### src/inc/lie_defines.svh
// Constant definitions shared by both ends of the LCD instruction executor.
`ifndef LIE_DEFINES_SVH
`define LIE_DEFINES_SVH
`define LIE_CMD_CLEAR 8'h01
`define LIE_CLEAR_MASK 8'hFF
`define LIE_HOME_MASK 8'hFE
`define LIE_HOME_CODE 8'h02
`define LIE_ENTRY_MASK 8'hFC
`define LIE_ENTRY_CODE 8'h04
`define LIE_SEGORD_MASK 8'hFE
`define LIE_SEGORD_CODE 8'h06
`define LIE_FSET_MASK 8'hE0
`define LIE_FSET_CODE 8'h20
`define LIE_SHEN_MASK 8'hF0
`define LIE_SHEN_CODE 8'h10
`define LIE_BIT_RE 2
`define LIE_BIT_DC 1
`define LIE_BIT_ID 1
`define LIE_BIT_S 0
`define LIE_BIT_BUSY 7
`define LIE_SPACE 8'h20
`define LIE_AC_ZERO 7'h00
`define LIE_TEXT_DEPTH 80
`define LIE_TEXT_LAST 7'h4F
`define LIE_CYC_CLEAR 8'hA0
`define LIE_CYC_HOME 8'h50
`define LIE_CYC_SHORT 8'h04
`define LIE_CYC_DATA 8'h04
`endif

### src/inc/lie_pkg.sv
// Types shared by both ends of the LCD instruction executor.
package lie_pkg;
	typedef logic [7:0] lie_byte_t;
	typedef logic [6:0] lie_addr_t;
endpackage : lie_pkg

### src/inc/lie_bus_if.sv
// Parallel host port between the host and the LCD instruction executor.
`timescale 1ns/1ps
interface lie_bus_if;
	logic rs;
	logic rw;
	logic e;
	logic [7:0] db_h;
	logic db_h_oe;
	logic [7:0] db_d;
	logic db_d_oe;
	modport device (input rs, input rw, input e, input db_h, output db_d, output db_d_oe);
	modport host (output rs, output rw, output e, output db_h, output db_h_oe, input db_d);
endinterface : lie_bus_if

### src/rtl/lie_device.sv
// Device end: latches host transfers and executes the instruction subset.
// Summary of operation
// Latch transfers, decode by select, direction, data
// Status read shows busy on bit seven
// Host polls busy low before next instruction
// Host waits half period after busy drop
// Step address counter after each RAM access
// Clear fills text RAM with spaces, zeroes address
// Clear homes cursor and forces increment
// Return home zeroes address, undoes shift
// Power-down grounds all common and segment outputs
// Power-down switches off drive voltage converter
// Power-down bit low leaves power-down
// Direction high increments address, cursor right
// Direction low decrements address, cursor left
// Glyph and icon RAM follow same direction
// Shift bit shifts enabled lines on text writes
// No shift otherwise: reads, glyph, icon RAM
// Order bit low gives normal segment order
// Order bit high gives reversed segment order
// Host sets bit one in extended entry mode
// Host sets order bit with function set; the device takes it from the extended entry-mode code instead
// Extended select picks basic or extended decode
// Per-line enables select which lines shift
// Each instruction holds busy a fixed time
`timescale 1ns/1ps
`include "lie_defines.svh"
module lie_device
	import lie_pkg::*;
(
	// Clock and reset
	input wire logic mclk_i,
	input wire logic resetn_i,
	// Host port
	lie_bus_if.device bus,
	// Display state seen by the drive logic
	output logic [6:0] ram_address_counter_o,
	output logic [7:0] line_shift_o,
	output logic [3:0] line_shift_enable_o,
	output logic shift_left_pulse_o,
	output logic shift_right_pulse_o,
	output logic power_down_bit_o,
	output logic converter_on_o,
	output logic drive_ground_o,
	output logic segment_order_bit_o,
	output logic busy_o,
	// Text RAM write port, used here only by clear
	output logic text_we_o,
	output logic [6:0] text_addr_o,
	output logic [7:0] text_data_o
);
	logic [2:0] e_sync;
	logic rs_s1, rs_s2, rw_s1, rw_s2;
	lie_byte_t db_s1, db_s2;
	logic strobe;
	lie_byte_t instruction_latch;
	lie_byte_t data_latch;
	logic extended_set_select;
	logic shift_sel_dc;
	logic entry_increment;
	logic entry_shift;
	logic [7:0] busy_cnt;
	logic [7:0] next_busy_cnt;
	logic clearing;
	lie_addr_t clear_addr;
	lie_byte_t next_rd;

	// Host pins cross into this clock through two flops; the strobe is sampled falling.
	always_ff @(posedge mclk_i) begin
		e_sync <= {e_sync[1:0], bus.e};
		rs_s1 <= bus.rs;
		rs_s2 <= rs_s1;
		rw_s1 <= bus.rw;
		rw_s2 <= rw_s1;
		db_s1 <= bus.db_h;
		db_s2 <= db_s1;
	end
	assign strobe = resetn_i && e_sync[2] && !e_sync[1];

	wire wr_inst = strobe && !rs_s2 && !rw_s2 && !busy_o;
	wire wr_data = strobe && rs_s2 && !rw_s2 && !busy_o;
	wire rd_data = strobe && rs_s2 && rw_s2 && !busy_o;
	wire is_clear = (db_s2 & `LIE_CLEAR_MASK) == `LIE_CMD_CLEAR;
	wire is_home = (db_s2 & `LIE_HOME_MASK) == `LIE_HOME_CODE;
	wire is_entry = (db_s2 & `LIE_ENTRY_MASK) == `LIE_ENTRY_CODE;
	wire is_segord = (db_s2 & `LIE_SEGORD_MASK) == `LIE_SEGORD_CODE;
	wire is_fset = (db_s2 & `LIE_FSET_MASK) == `LIE_FSET_CODE;
	wire is_shen = (db_s2 & `LIE_SHEN_MASK) == `LIE_SHEN_CODE;

	// Latches for instructions and data.
	always_ff @(posedge mclk_i) begin
		if (!resetn_i) begin
			instruction_latch <= 8'h00;
			data_latch <= 8'h00;
		end else begin
			if (wr_inst) begin
				instruction_latch <= db_s2;
			end
			if (wr_data) begin
				data_latch <= db_s2;
			end
		end
	end

	// Mode bits written by instructions.
	always_ff @(posedge mclk_i) begin
		if (!resetn_i) begin
			extended_set_select <= 1'b0;
			shift_sel_dc <= 1'b0;
			entry_increment <= 1'b1;
			entry_shift <= 1'b0;
			power_down_bit_o <= 1'b0;
			segment_order_bit_o <= 1'b0;
			line_shift_enable_o <= 4'h0;
		end else if (wr_inst) begin
			if (is_fset) begin
				extended_set_select <= db_s2[`LIE_BIT_RE];
				if (!db_s2[`LIE_BIT_RE]) begin
					shift_sel_dc <= db_s2[`LIE_BIT_DC];
				end
			end else if (is_clear) begin
				entry_increment <= 1'b1;
			end else if (is_home && extended_set_select) begin
				power_down_bit_o <= db_s2[0];
			end else if (is_segord && extended_set_select) begin
				segment_order_bit_o <= db_s2[0];
			end else if (is_entry && !extended_set_select) begin
				entry_increment <= db_s2[`LIE_BIT_ID];
				entry_shift <= db_s2[`LIE_BIT_S];
			end else if (is_shen && shift_sel_dc && !extended_set_select) begin
				line_shift_enable_o <= db_s2[3:0];
			end
		end
	end

	// Address counter: set by clear and home, stepped after every RAM access.
	always_ff @(posedge mclk_i) begin
		if (!resetn_i) begin
			ram_address_counter_o <= `LIE_AC_ZERO;
		end else if (wr_inst && (is_clear || (is_home && !extended_set_select))) begin
			ram_address_counter_o <= `LIE_AC_ZERO;
		end else if (wr_data || rd_data) begin
			if (entry_increment) begin
				ram_address_counter_o <= ram_address_counter_o + 7'h01;
			end else begin
				ram_address_counter_o <= ram_address_counter_o - 7'h01;
			end
		end
	end

	// Per-line display shift offsets; each enabled line moves individually.
	wire shift_now = wr_data && entry_shift;
	genvar gi;
	generate
		for (gi = 0; gi < 4; gi++) begin : g_line
			always_ff @(posedge mclk_i) begin
				if (!resetn_i) begin
					line_shift_o[2*gi+1:2*gi] <= 2'b00;
				end else if (wr_inst && (is_clear || (is_home && !extended_set_select))) begin
					line_shift_o[2*gi+1:2*gi] <= 2'b00;
				end else if (shift_now && line_shift_enable_o[gi]) begin
					if (entry_increment) begin
						line_shift_o[2*gi+1:2*gi] <= line_shift_o[2*gi+1:2*gi] - 2'b01;
					end else begin
						line_shift_o[2*gi+1:2*gi] <= line_shift_o[2*gi+1:2*gi] + 2'b01;
					end
				end
			end
		end
	endgenerate

	always_ff @(posedge mclk_i) begin
		if (!resetn_i) begin
			shift_left_pulse_o <= 1'b0;
			shift_right_pulse_o <= 1'b0;
		end else begin
			shift_left_pulse_o <= shift_now && entry_increment;
			shift_right_pulse_o <= shift_now && !entry_increment;
		end
	end

	// Power-down drives: outputs to ground and converter off.
	always_ff @(posedge mclk_i) begin
		if (!resetn_i) begin
			converter_on_o <= 1'b1;
			drive_ground_o <= 1'b0;
		end else begin
			converter_on_o <= !power_down_bit_o;
			drive_ground_o <= power_down_bit_o;
		end
	end

	// Clear sweep writes a space to every text location, one per cycle.
	always_ff @(posedge mclk_i) begin
		if (!resetn_i) begin
			clearing <= 1'b0;
			clear_addr <= `LIE_AC_ZERO;
			text_we_o <= 1'b0;
			text_addr_o <= `LIE_AC_ZERO;
			text_data_o <= 8'h00;
		end else begin
			text_we_o <= clearing;
			text_addr_o <= clear_addr;
			text_data_o <= `LIE_SPACE;
			if (wr_inst && is_clear) begin
				clearing <= 1'b1;
				clear_addr <= `LIE_AC_ZERO;
			end else if (clearing) begin
				clear_addr <= clear_addr + 7'h01;
				if (clear_addr == `LIE_TEXT_LAST) begin
					clearing <= 1'b0;
				end
			end
		end
	end

	// Busy counter; the clear time covers the whole sweep.
	// The flag is registered from the next count, so it tracks the counter cycle for cycle.
	always_comb begin
		next_busy_cnt = busy_cnt;
		if (wr_inst) begin
			if (is_clear) begin
				next_busy_cnt = `LIE_CYC_CLEAR;
			end else if (is_home && !extended_set_select) begin
				next_busy_cnt = `LIE_CYC_HOME;
			end else begin
				next_busy_cnt = `LIE_CYC_SHORT;
			end
		end else if (wr_data || rd_data) begin
			next_busy_cnt = `LIE_CYC_DATA;
		end else if (busy_cnt != 8'h00) begin
			next_busy_cnt = busy_cnt - 8'h01;
		end
	end
	always_ff @(posedge mclk_i) begin
		if (!resetn_i) begin
			busy_cnt <= 8'h00;
			busy_o <= 1'b0;
		end else begin
			busy_cnt <= next_busy_cnt;
			busy_o <= (next_busy_cnt != 8'h00);
		end
	end

	// Status read returns busy and the address counter; data reads return the data latch.
	always_comb begin
		next_rd = data_latch;
		if (!rs_s2) begin
			next_rd = {busy_o, ram_address_counter_o};
		end
	end
	always_ff @(posedge mclk_i) begin
		if (!resetn_i) begin
			bus.db_d <= 8'h00;
			bus.db_d_oe <= 1'b0;
		end else begin
			bus.db_d <= next_rd;
			bus.db_d_oe <= rw_s2 && e_sync[1];
		end
	end
endmodule : lie_device

### src/flat_wrapper.sv
// flat-port wrapper written by rule: the top's interface ports become plain ports
module lie_device_flat import lie_pkg::*;
  (mclk_i, resetn_i, ram_address_counter_o, line_shift_o, line_shift_enable_o, shift_left_pulse_o, shift_right_pulse_o, power_down_bit_o, converter_on_o, drive_ground_o, segment_order_bit_o, busy_o, text_we_o, text_addr_o, text_data_o, bus_rs, bus_rw, bus_e, bus_db_h, bus_db_d, bus_db_d_oe);
  lie_bus_if bus_i ();
  input wire logic mclk_i;
  input wire logic resetn_i;
  output logic [6:0] ram_address_counter_o;
  output logic [7:0] line_shift_o;
  output logic [3:0] line_shift_enable_o;
  output logic shift_left_pulse_o;
  output logic shift_right_pulse_o;
  output logic power_down_bit_o;
  output logic converter_on_o;
  output logic drive_ground_o;
  output logic segment_order_bit_o;
  output logic busy_o;
  output logic text_we_o;
  output logic [6:0] text_addr_o;
  output logic [7:0] text_data_o;
  input wire logic [$bits(bus_i.rs)-1:0] bus_rs;
  input wire logic [$bits(bus_i.rw)-1:0] bus_rw;
  input wire logic [$bits(bus_i.e)-1:0] bus_e;
  input wire logic [$bits(bus_i.db_h)-1:0] bus_db_h;
  output wire logic [$bits(bus_i.db_d)-1:0] bus_db_d;
  output wire logic [$bits(bus_i.db_d_oe)-1:0] bus_db_d_oe;
  assign bus_i.rs = bus_rs;
  assign bus_i.rw = bus_rw;
  assign bus_i.e = bus_e;
  assign bus_i.db_h = bus_db_h;
  assign bus_db_d = bus_i.db_d;
  assign bus_db_d_oe = bus_i.db_d_oe;
  lie_device u_core (.mclk_i(mclk_i), .resetn_i(resetn_i), .bus(bus_i), .ram_address_counter_o(ram_address_counter_o), .line_shift_o(line_shift_o), .line_shift_enable_o(line_shift_enable_o), .shift_left_pulse_o(shift_left_pulse_o), .shift_right_pulse_o(shift_right_pulse_o), .power_down_bit_o(power_down_bit_o), .converter_on_o(converter_on_o), .drive_ground_o(drive_ground_o), .segment_order_bit_o(segment_order_bit_o), .busy_o(busy_o), .text_we_o(text_we_o), .text_addr_o(text_addr_o), .text_data_o(text_data_o));
endmodule
### config.mk
export PLATFORM = sky130hd
export DESIGN_NAME = lie_device_flat
export DESIGN_NICKNAME = d
export VERILOG_FILES = /design/src/inc/lie_pkg.sv /design/src/inc/lie_bus_if.sv /design/src/rtl/lie_device.sv /design/src/flat_wrapper.sv
export VERILOG_INCLUDE_DIRS = /design/src /design/src/inc
export SDC_FILE = /design/constraint.sdc
export NUM_CORES = 1
export LEC_CHECK = 0
export ABC_AREA = 1
export BUFFER_PORTS_ARGS = -buffer_cell sky130_fd_sc_hd__buf_2
export CAP_MARGIN = 20
export CORE_ASPECT_RATIO = 0.5
export CORE_MARGIN = 1.5
export CORE_UTILIZATION = 55
export CTS_BUF_LIST = sky130_fd_sc_hd__clkbuf_4 sky130_fd_sc_hd__clkbuf_8 sky130_fd_sc_hd__clkbuf_16
export CTS_CLUSTER_SIZE = 12
export DETAILED_ROUTE_END_ITERATION = 6
export GPL_TIMING_DRIVEN = 0
export MAX_ROUTING_LAYER = met4
export PLACE_DENSITY = 0.78
export SLEW_MARGIN = 20
export SYNTH_ARGS = -nofsm -noshare
export SYNTH_HDL_FRONTEND = slang
export SYNTH_SLANG_ARGS = --single-unit
### constraint.sdc
create_clock -name mclk_i -period 2.1 [get_ports mclk_i]
set_input_delay 0.21 -clock mclk_i [delete_from_list [all_inputs] [get_ports mclk_i]]
set_output_delay 0.21 -clock mclk_i [all_outputs]
set_load 0.02 [all_outputs]
# After elaboration in Yosys (flattened, before gate mapping)
# Cells that the tools add are included.
# Widths: inputs -> output; s select.
# classes
n_addsub	12
eq_ne	9
muxes	19
bitwise	7
reduce_logical	47
# op_table
op	n
$mux 8	5
$logic_and 1x1->1	26
$reduce_bool 8->1	2
$add 7x1->7 const B	2
$mux 7	2
$reduce_and 5->1	2
$add 2x1->2 const B	4
$eq 8x1->1 const B	1
$mux 2	4
$sub 2x1->2 const B	4
$sub 8x1->8 const B	1
$eq 7x1->1 const B	1
$eq 7x2->1 const B	1
$eq 7x7->1 const B	1
$logic_not 1->1	7
$mux 1	7
$not 1->1	7
$reduce_and 7->1	1
$sub 7x1->7 const B	1
$eq 6x1->1 const B	1
$mux 6	1
$reduce_and 6->1	1
$eq 4x1->1 const B	1
$ne 2x1->1 const B	2
other kinds (7)	9
# word_totals
ff_bits	100
input_bits	13
out_inout_bits	51
elab_cells	127

# Longest topological paths before layout
# logic_depth
depth_word	9
ltp_mapped	11
mapped_depth_nobuf	11

# Worst setup path after synthesis
# OpenSTA, ideal clock, no wires.
# synth_path
path_type	register -> register
from	register u_core.entry_increment
to	register u_core.ram_address_counter_o[6]
arrival_time_ns	1.671
t_required_ns	2.030
slack_ns	0.360
path_stages_with_launch	9
period_less_slack_ns	1.740
cell_sequence	dfxtp_1 -> clkbuf_1 -> inv_1 -> ha_1 -> a21oi_1 -> o211ai_1 -> xor2_1 -> nand2_1 -> a21oi_1
# synth_between
elab_chain_cells	1
# synth_rtl
item	line	text
start, declared	lie_device.sv:60	logic entry_increment;
start signal, assigned	lie_device.sv:128	entry_increment <= db_s2[`LIE_BIT_ID];
$mux 7	lie_device.sv:143	if (entry_increment) begin
end signal, assigned	lie_device.sv:141	ram_address_counter_o <= `LIE_AC_ZERO;
end signal, assigned	lie_device.sv:144	ram_address_counter_o <= ram_address_counter_o + 7'h01;
end signal, assigned	lie_device.sv:146	ram_address_counter_o <= ram_address_counter_o - 7'h01;
end, declared	lie_device.sv:37	output logic [6:0] ram_address_counter_o,
# No other way between the ends.
# A chain may end at the register's enable or synchronous reset.

# Worst setup path after layout
# Same ends and word-level chain as after synthesis.

==> results.sh <==
export IMPL_areaGrowthSynthToFinish_pct=23.0
export IMPL_insertedDiodeCount=0
export IMPL_ff2ff_path_depth=8
export IMPL_vias_per_cell=5.02
export IMPL_ios=64
export IMPL_drt_wl_total_um=8050
export IMPL_first_iter_violations=210
export IMPL_dp_hpwl_um=5650
export IMPL_detail_route_antenna_nets=0
export IMPL_syn_cell_area_um2=3850
export IMPL_pwr_share_clk_pct=39.0
export IMPL_status="complete, no violations"
export IMPL_synth_most_common_cell="dfxtp_1"
export IMPL_combPwrFrac_pct=16.8
export IMPL_crit_type="flip-flop to flip-flop"
export IMPL_synth_area_leader_cell="dfxtp_1"
export IMPL_clk_path_buf_depth=2
export IMPL_endpoint="u_core.ram_address_counter_o[6]$_SDFFE_PP0P_"
export IMPL_power_net_switching_mw=1.22
export IMPL_synth_seq_cells=95
export IMPL_seqPwrFrac_pct=44.2
export IMPL_setup_tns_ns=0
export IMPL_clock_root_buffer="clkbuf_16"
export IMPL_nNetsFinal=560
export IMPL_cp_arrival_ns=2.11
export IMPL_grt_pass1_vias=2937
export IMPL_start_util_pct=57.2
export IMPL_dr_total_vias=3190
export IMPL_regToRegStartpoint="u_core.entry_increment$_SDFFE_PN1P_"
export IMPL_crit_start="u_core.entry_increment$_SDFFE_PN1P_"
export IMPL_yosysWarnings=0
export IMPL_required_ns=2.38
export IMPL_dp_slack_ns=0.0260
export IMPL_setup_ws_ns=0.269
export IMPL_fmax_mhz=546
export IMPL_finClkSkew_ns=0.00824
export IMPL_synthTopCellsByCount="95 x dfxtp_1, 65 x nand2_1, 64 x nor2_1"
export IMPL_core_um2=6730
export IMPL_p_per_area_nw_per_um2=939
export IMPL_async_flop_share_pct=0
export IMPL_clock_latency_ns=0.35
export IMPL_fillers=557
export IMPL_ys_flop_type="dfxtp_1"
export IMPL_start_kind="flip-flop"
export IMPL_finalMaxSlewViolations=0
export IMPL_grt_use_total_pct=23.2
export IMPL_synth_edf_count=0
export IMPL_dr_pass1_iters=5
export IMPL_endpoint_kind="flip-flop"
export IMPL_avgSynthCellArea_um2=8.53
export IMPL_antenna_found_initial=0
export IMPL_min_path_type="flip-flop to flip-flop"
export IMPL_wl_per_cell_um=12.7
export IMPL_irDropWorstVdd_mv=0.499
export IMPL_grt_pass1_wl_um=13300
export IMPL_period_needed_ns=1.83
export IMPL_die_h_um=62.2
export IMPL_r2r_end="u_core.ram_address_counter_o[6]$_SDFFE_PP0P_"
export IMPL_final_hold_viol_count=0
export IMPL_synth_seq_area_share_pct=49.4
export IMPL_grt_setup_unrepaired="false"
export IMPL_clock_sinks=95
export IMPL_portBuffers=56
export IMPL_r2r_slack_ns=0.27
export IMPL_tritoncts="yes"
export IMPL_seq_area_um2=1900
export IMPL_drive_gt1_share_pct=22.7
export IMPL_die_area_um2=7540
export IMPL_h_tree_depth=3
export IMPL_fin_crit_sh_pct=87.2
export IMPL_syn_instance_count=451
export IMPL_multi_input_area_um2=1670
export IMPL_yosysTopAreaCellShare_pct=49.4
export IMPL_clkTransAtPathRegs_ns=0.06
export IMPL_p_sw_share_pct=27.6
export IMPL_leakagePower_nw=2.23
export IMPL_whs_ns=0.321
export IMPL_gp_congestion=0.891
export IMPL_cap_violations=0
export IMPL_grt_max_degree=17
export IMPL_synth_distinct_cells=39
export IMPL_drc_errors=0
export IMPL_setup_viol=0
export IMPL_dieWidth_um=121
export IMPL_crit_fanout=7
export IMPL_yosys_top_cells_area="dfxtp_1 49%, nand2_1 6.3%, nor2_1 6.2%"
export IMPL_rows=21
export IMPL_numCtsBuffers=9
export IMPL_grt_ovfl_total=0
export IMPL_p_int_mw=3.22
==> registers in the layout, indices dropped and copies added, names as in the netlist, 3 cells and up <==
name	flops
u_core.bus.db_d	8
u_core.busy_cnt	8
u_core.db_s2	8
u_core.text_addr_o	7
u_core.clear_addr	7
u_core.data_latch	8
u_core.e_sync	3
u_core.db_s1	8
u_core.line_shift_o	8
u_core.line_shift_enable_o	4
u_core.ram_address_counter_o	7
==> power by group through the flow <==
| stage | clock [mW] | sequential [mW] | combinational [mW] |
|---|---|---|---|
| 6_report | 1.73 | 1.96 | 0.748 |
| 5_1_grt | 1.84 | 1.97 | 0.849 |
| 4_1_cts | 1.75 | 1.96 | 0.746 |
| 3_5_place_dp | 0 | 2.00 | 0.722 |
| 3_3_place_gp | 0 | 2.00 | 0.694 |
| 2_1_floorplan | 0 | 2.00 | 0.561 |
==> per-stage QoR <==
stage	utilization (%)	area [um2]	std cells	total power, mW
after global routing	70.3	4730	635	4.66
after global placement	63.4	4270	605	2.69
final	70.3	4730	635	4.44
after detailed placement	63.4	4270	605	2.72
after CTS	70.0	4710	633	4.46
after floorplan	-	3870	457	2.56
==> worst max-delay path, cell delays in order (launching register included) <==
cell,delay [ns]
dfxtp_2,0.43
clkinvlp_4,0.19
buf_4,0.18
fa_1,0.41
nand4_1,0.11
o211ai_1,0.12
xor2_1,0.15
nand2_1,0.07
a21oi_1,0.11
==> layout by cell type, fill, tap and decap left out, types with 2 or more instances in the layout <==
master,instances
o21ai_0,26
buf_4,11
nor3_1,5
nand2_1,65
clkbuf_1,5
buf_2,57
clkinv_4,2
nor2_4,9
nor3b_2,4
conb_1,7
o211ai_1,2
nand3_4,2
nand4_1,6
dlygate4sd3_1,12
nand3_1,21
clkinv_2,2
nor4_1,2
xnor2_1,4
or2_2,2
inv_1,47
buf_6,3
o21ai_2,4
o21a_1,5
nor2_2,4
nand2_4,4
ha_1,8
bufinv_16,2
dfxtp_1,94
xor2_1,8
a21oi_1,31
nor2_1,64
clkbuf_16,9
a211oi_1,2
==> metal layers <==
metal	share of wire (%)	vias up	global-route usage, %
met2	47	94	37.0
met1	44	1462	27.8
met3	7.0	14	7.26
met4	1.8	0	8.53
li1	-	1620	-
met5	0	-	-
==> layout make-up <==
cell class                      instances  share of cell area (%)
Clock buffer                            9                    4.76
Timing Repair Buffer                   71                    8.94
Inverter                               48                    3.89
Buffer                                 17                    2.49
Clock inverter                          7                    2.04
Sequential cell                        95                    40.2
Multi-Input combinational cell        296                    35.2
Tap cell                               92                    2.43
==> repair_timing <==
item                                   4_1_cts  5_1_grt
resized for setup                            0        2
endpoints found under the hold margin       12        0
hold buffers                                12        0
setup endpoints to repair                    0        4
setup buffers                                0        3
==> worst min path at each step <==
| stage | cells past startpoint | start | slack (ns) | end |
|---|---|---|---|---|
| floorplan | 0 | bus_db_h[0] | 0.24 | u_core.db_s1[0]$_DFF_P_ |
| detailed placement | 0 | u_core.db_s1[6]$_DFF_P_ | 0.31 | u_core.db_s2[6]$_DFF_P_ |
| global placement | 0 | u_core.db_s1[4]$_DFF_P_ | 0.31 | u_core.db_s2[4]$_DFF_P_ |
| CTS | 0 | u_core.db_s1[6]$_DFF_P_ | 0.32 | u_core.db_s2[6]$_DFF_P_ |
| global route | 0 | u_core.db_s1[6]$_DFF_P_ | 0.32 | u_core.db_s2[6]$_DFF_P_ |
| finish | 0 | u_core.db_s1[6]$_DFF_P_ | 0.32 | u_core.db_s2[6]$_DFF_P_ |
==> kinds of logic (layout without fill, tap and decap cells) <==
family	Yosys count	in the layout	synth area share, %
other	1	7	0.0974
and+or+nand+nor	195	195	26.1
AOI/OAI and AO/OA	73	73	10.7
adders and majority gates	9	9	3.12
DFF	95	95	49.4
xor gates and xnor gates	12	12	2.73
buffers and inverters	66	152	7.83
Note: power is estimated with default switching activity, not from simulation.
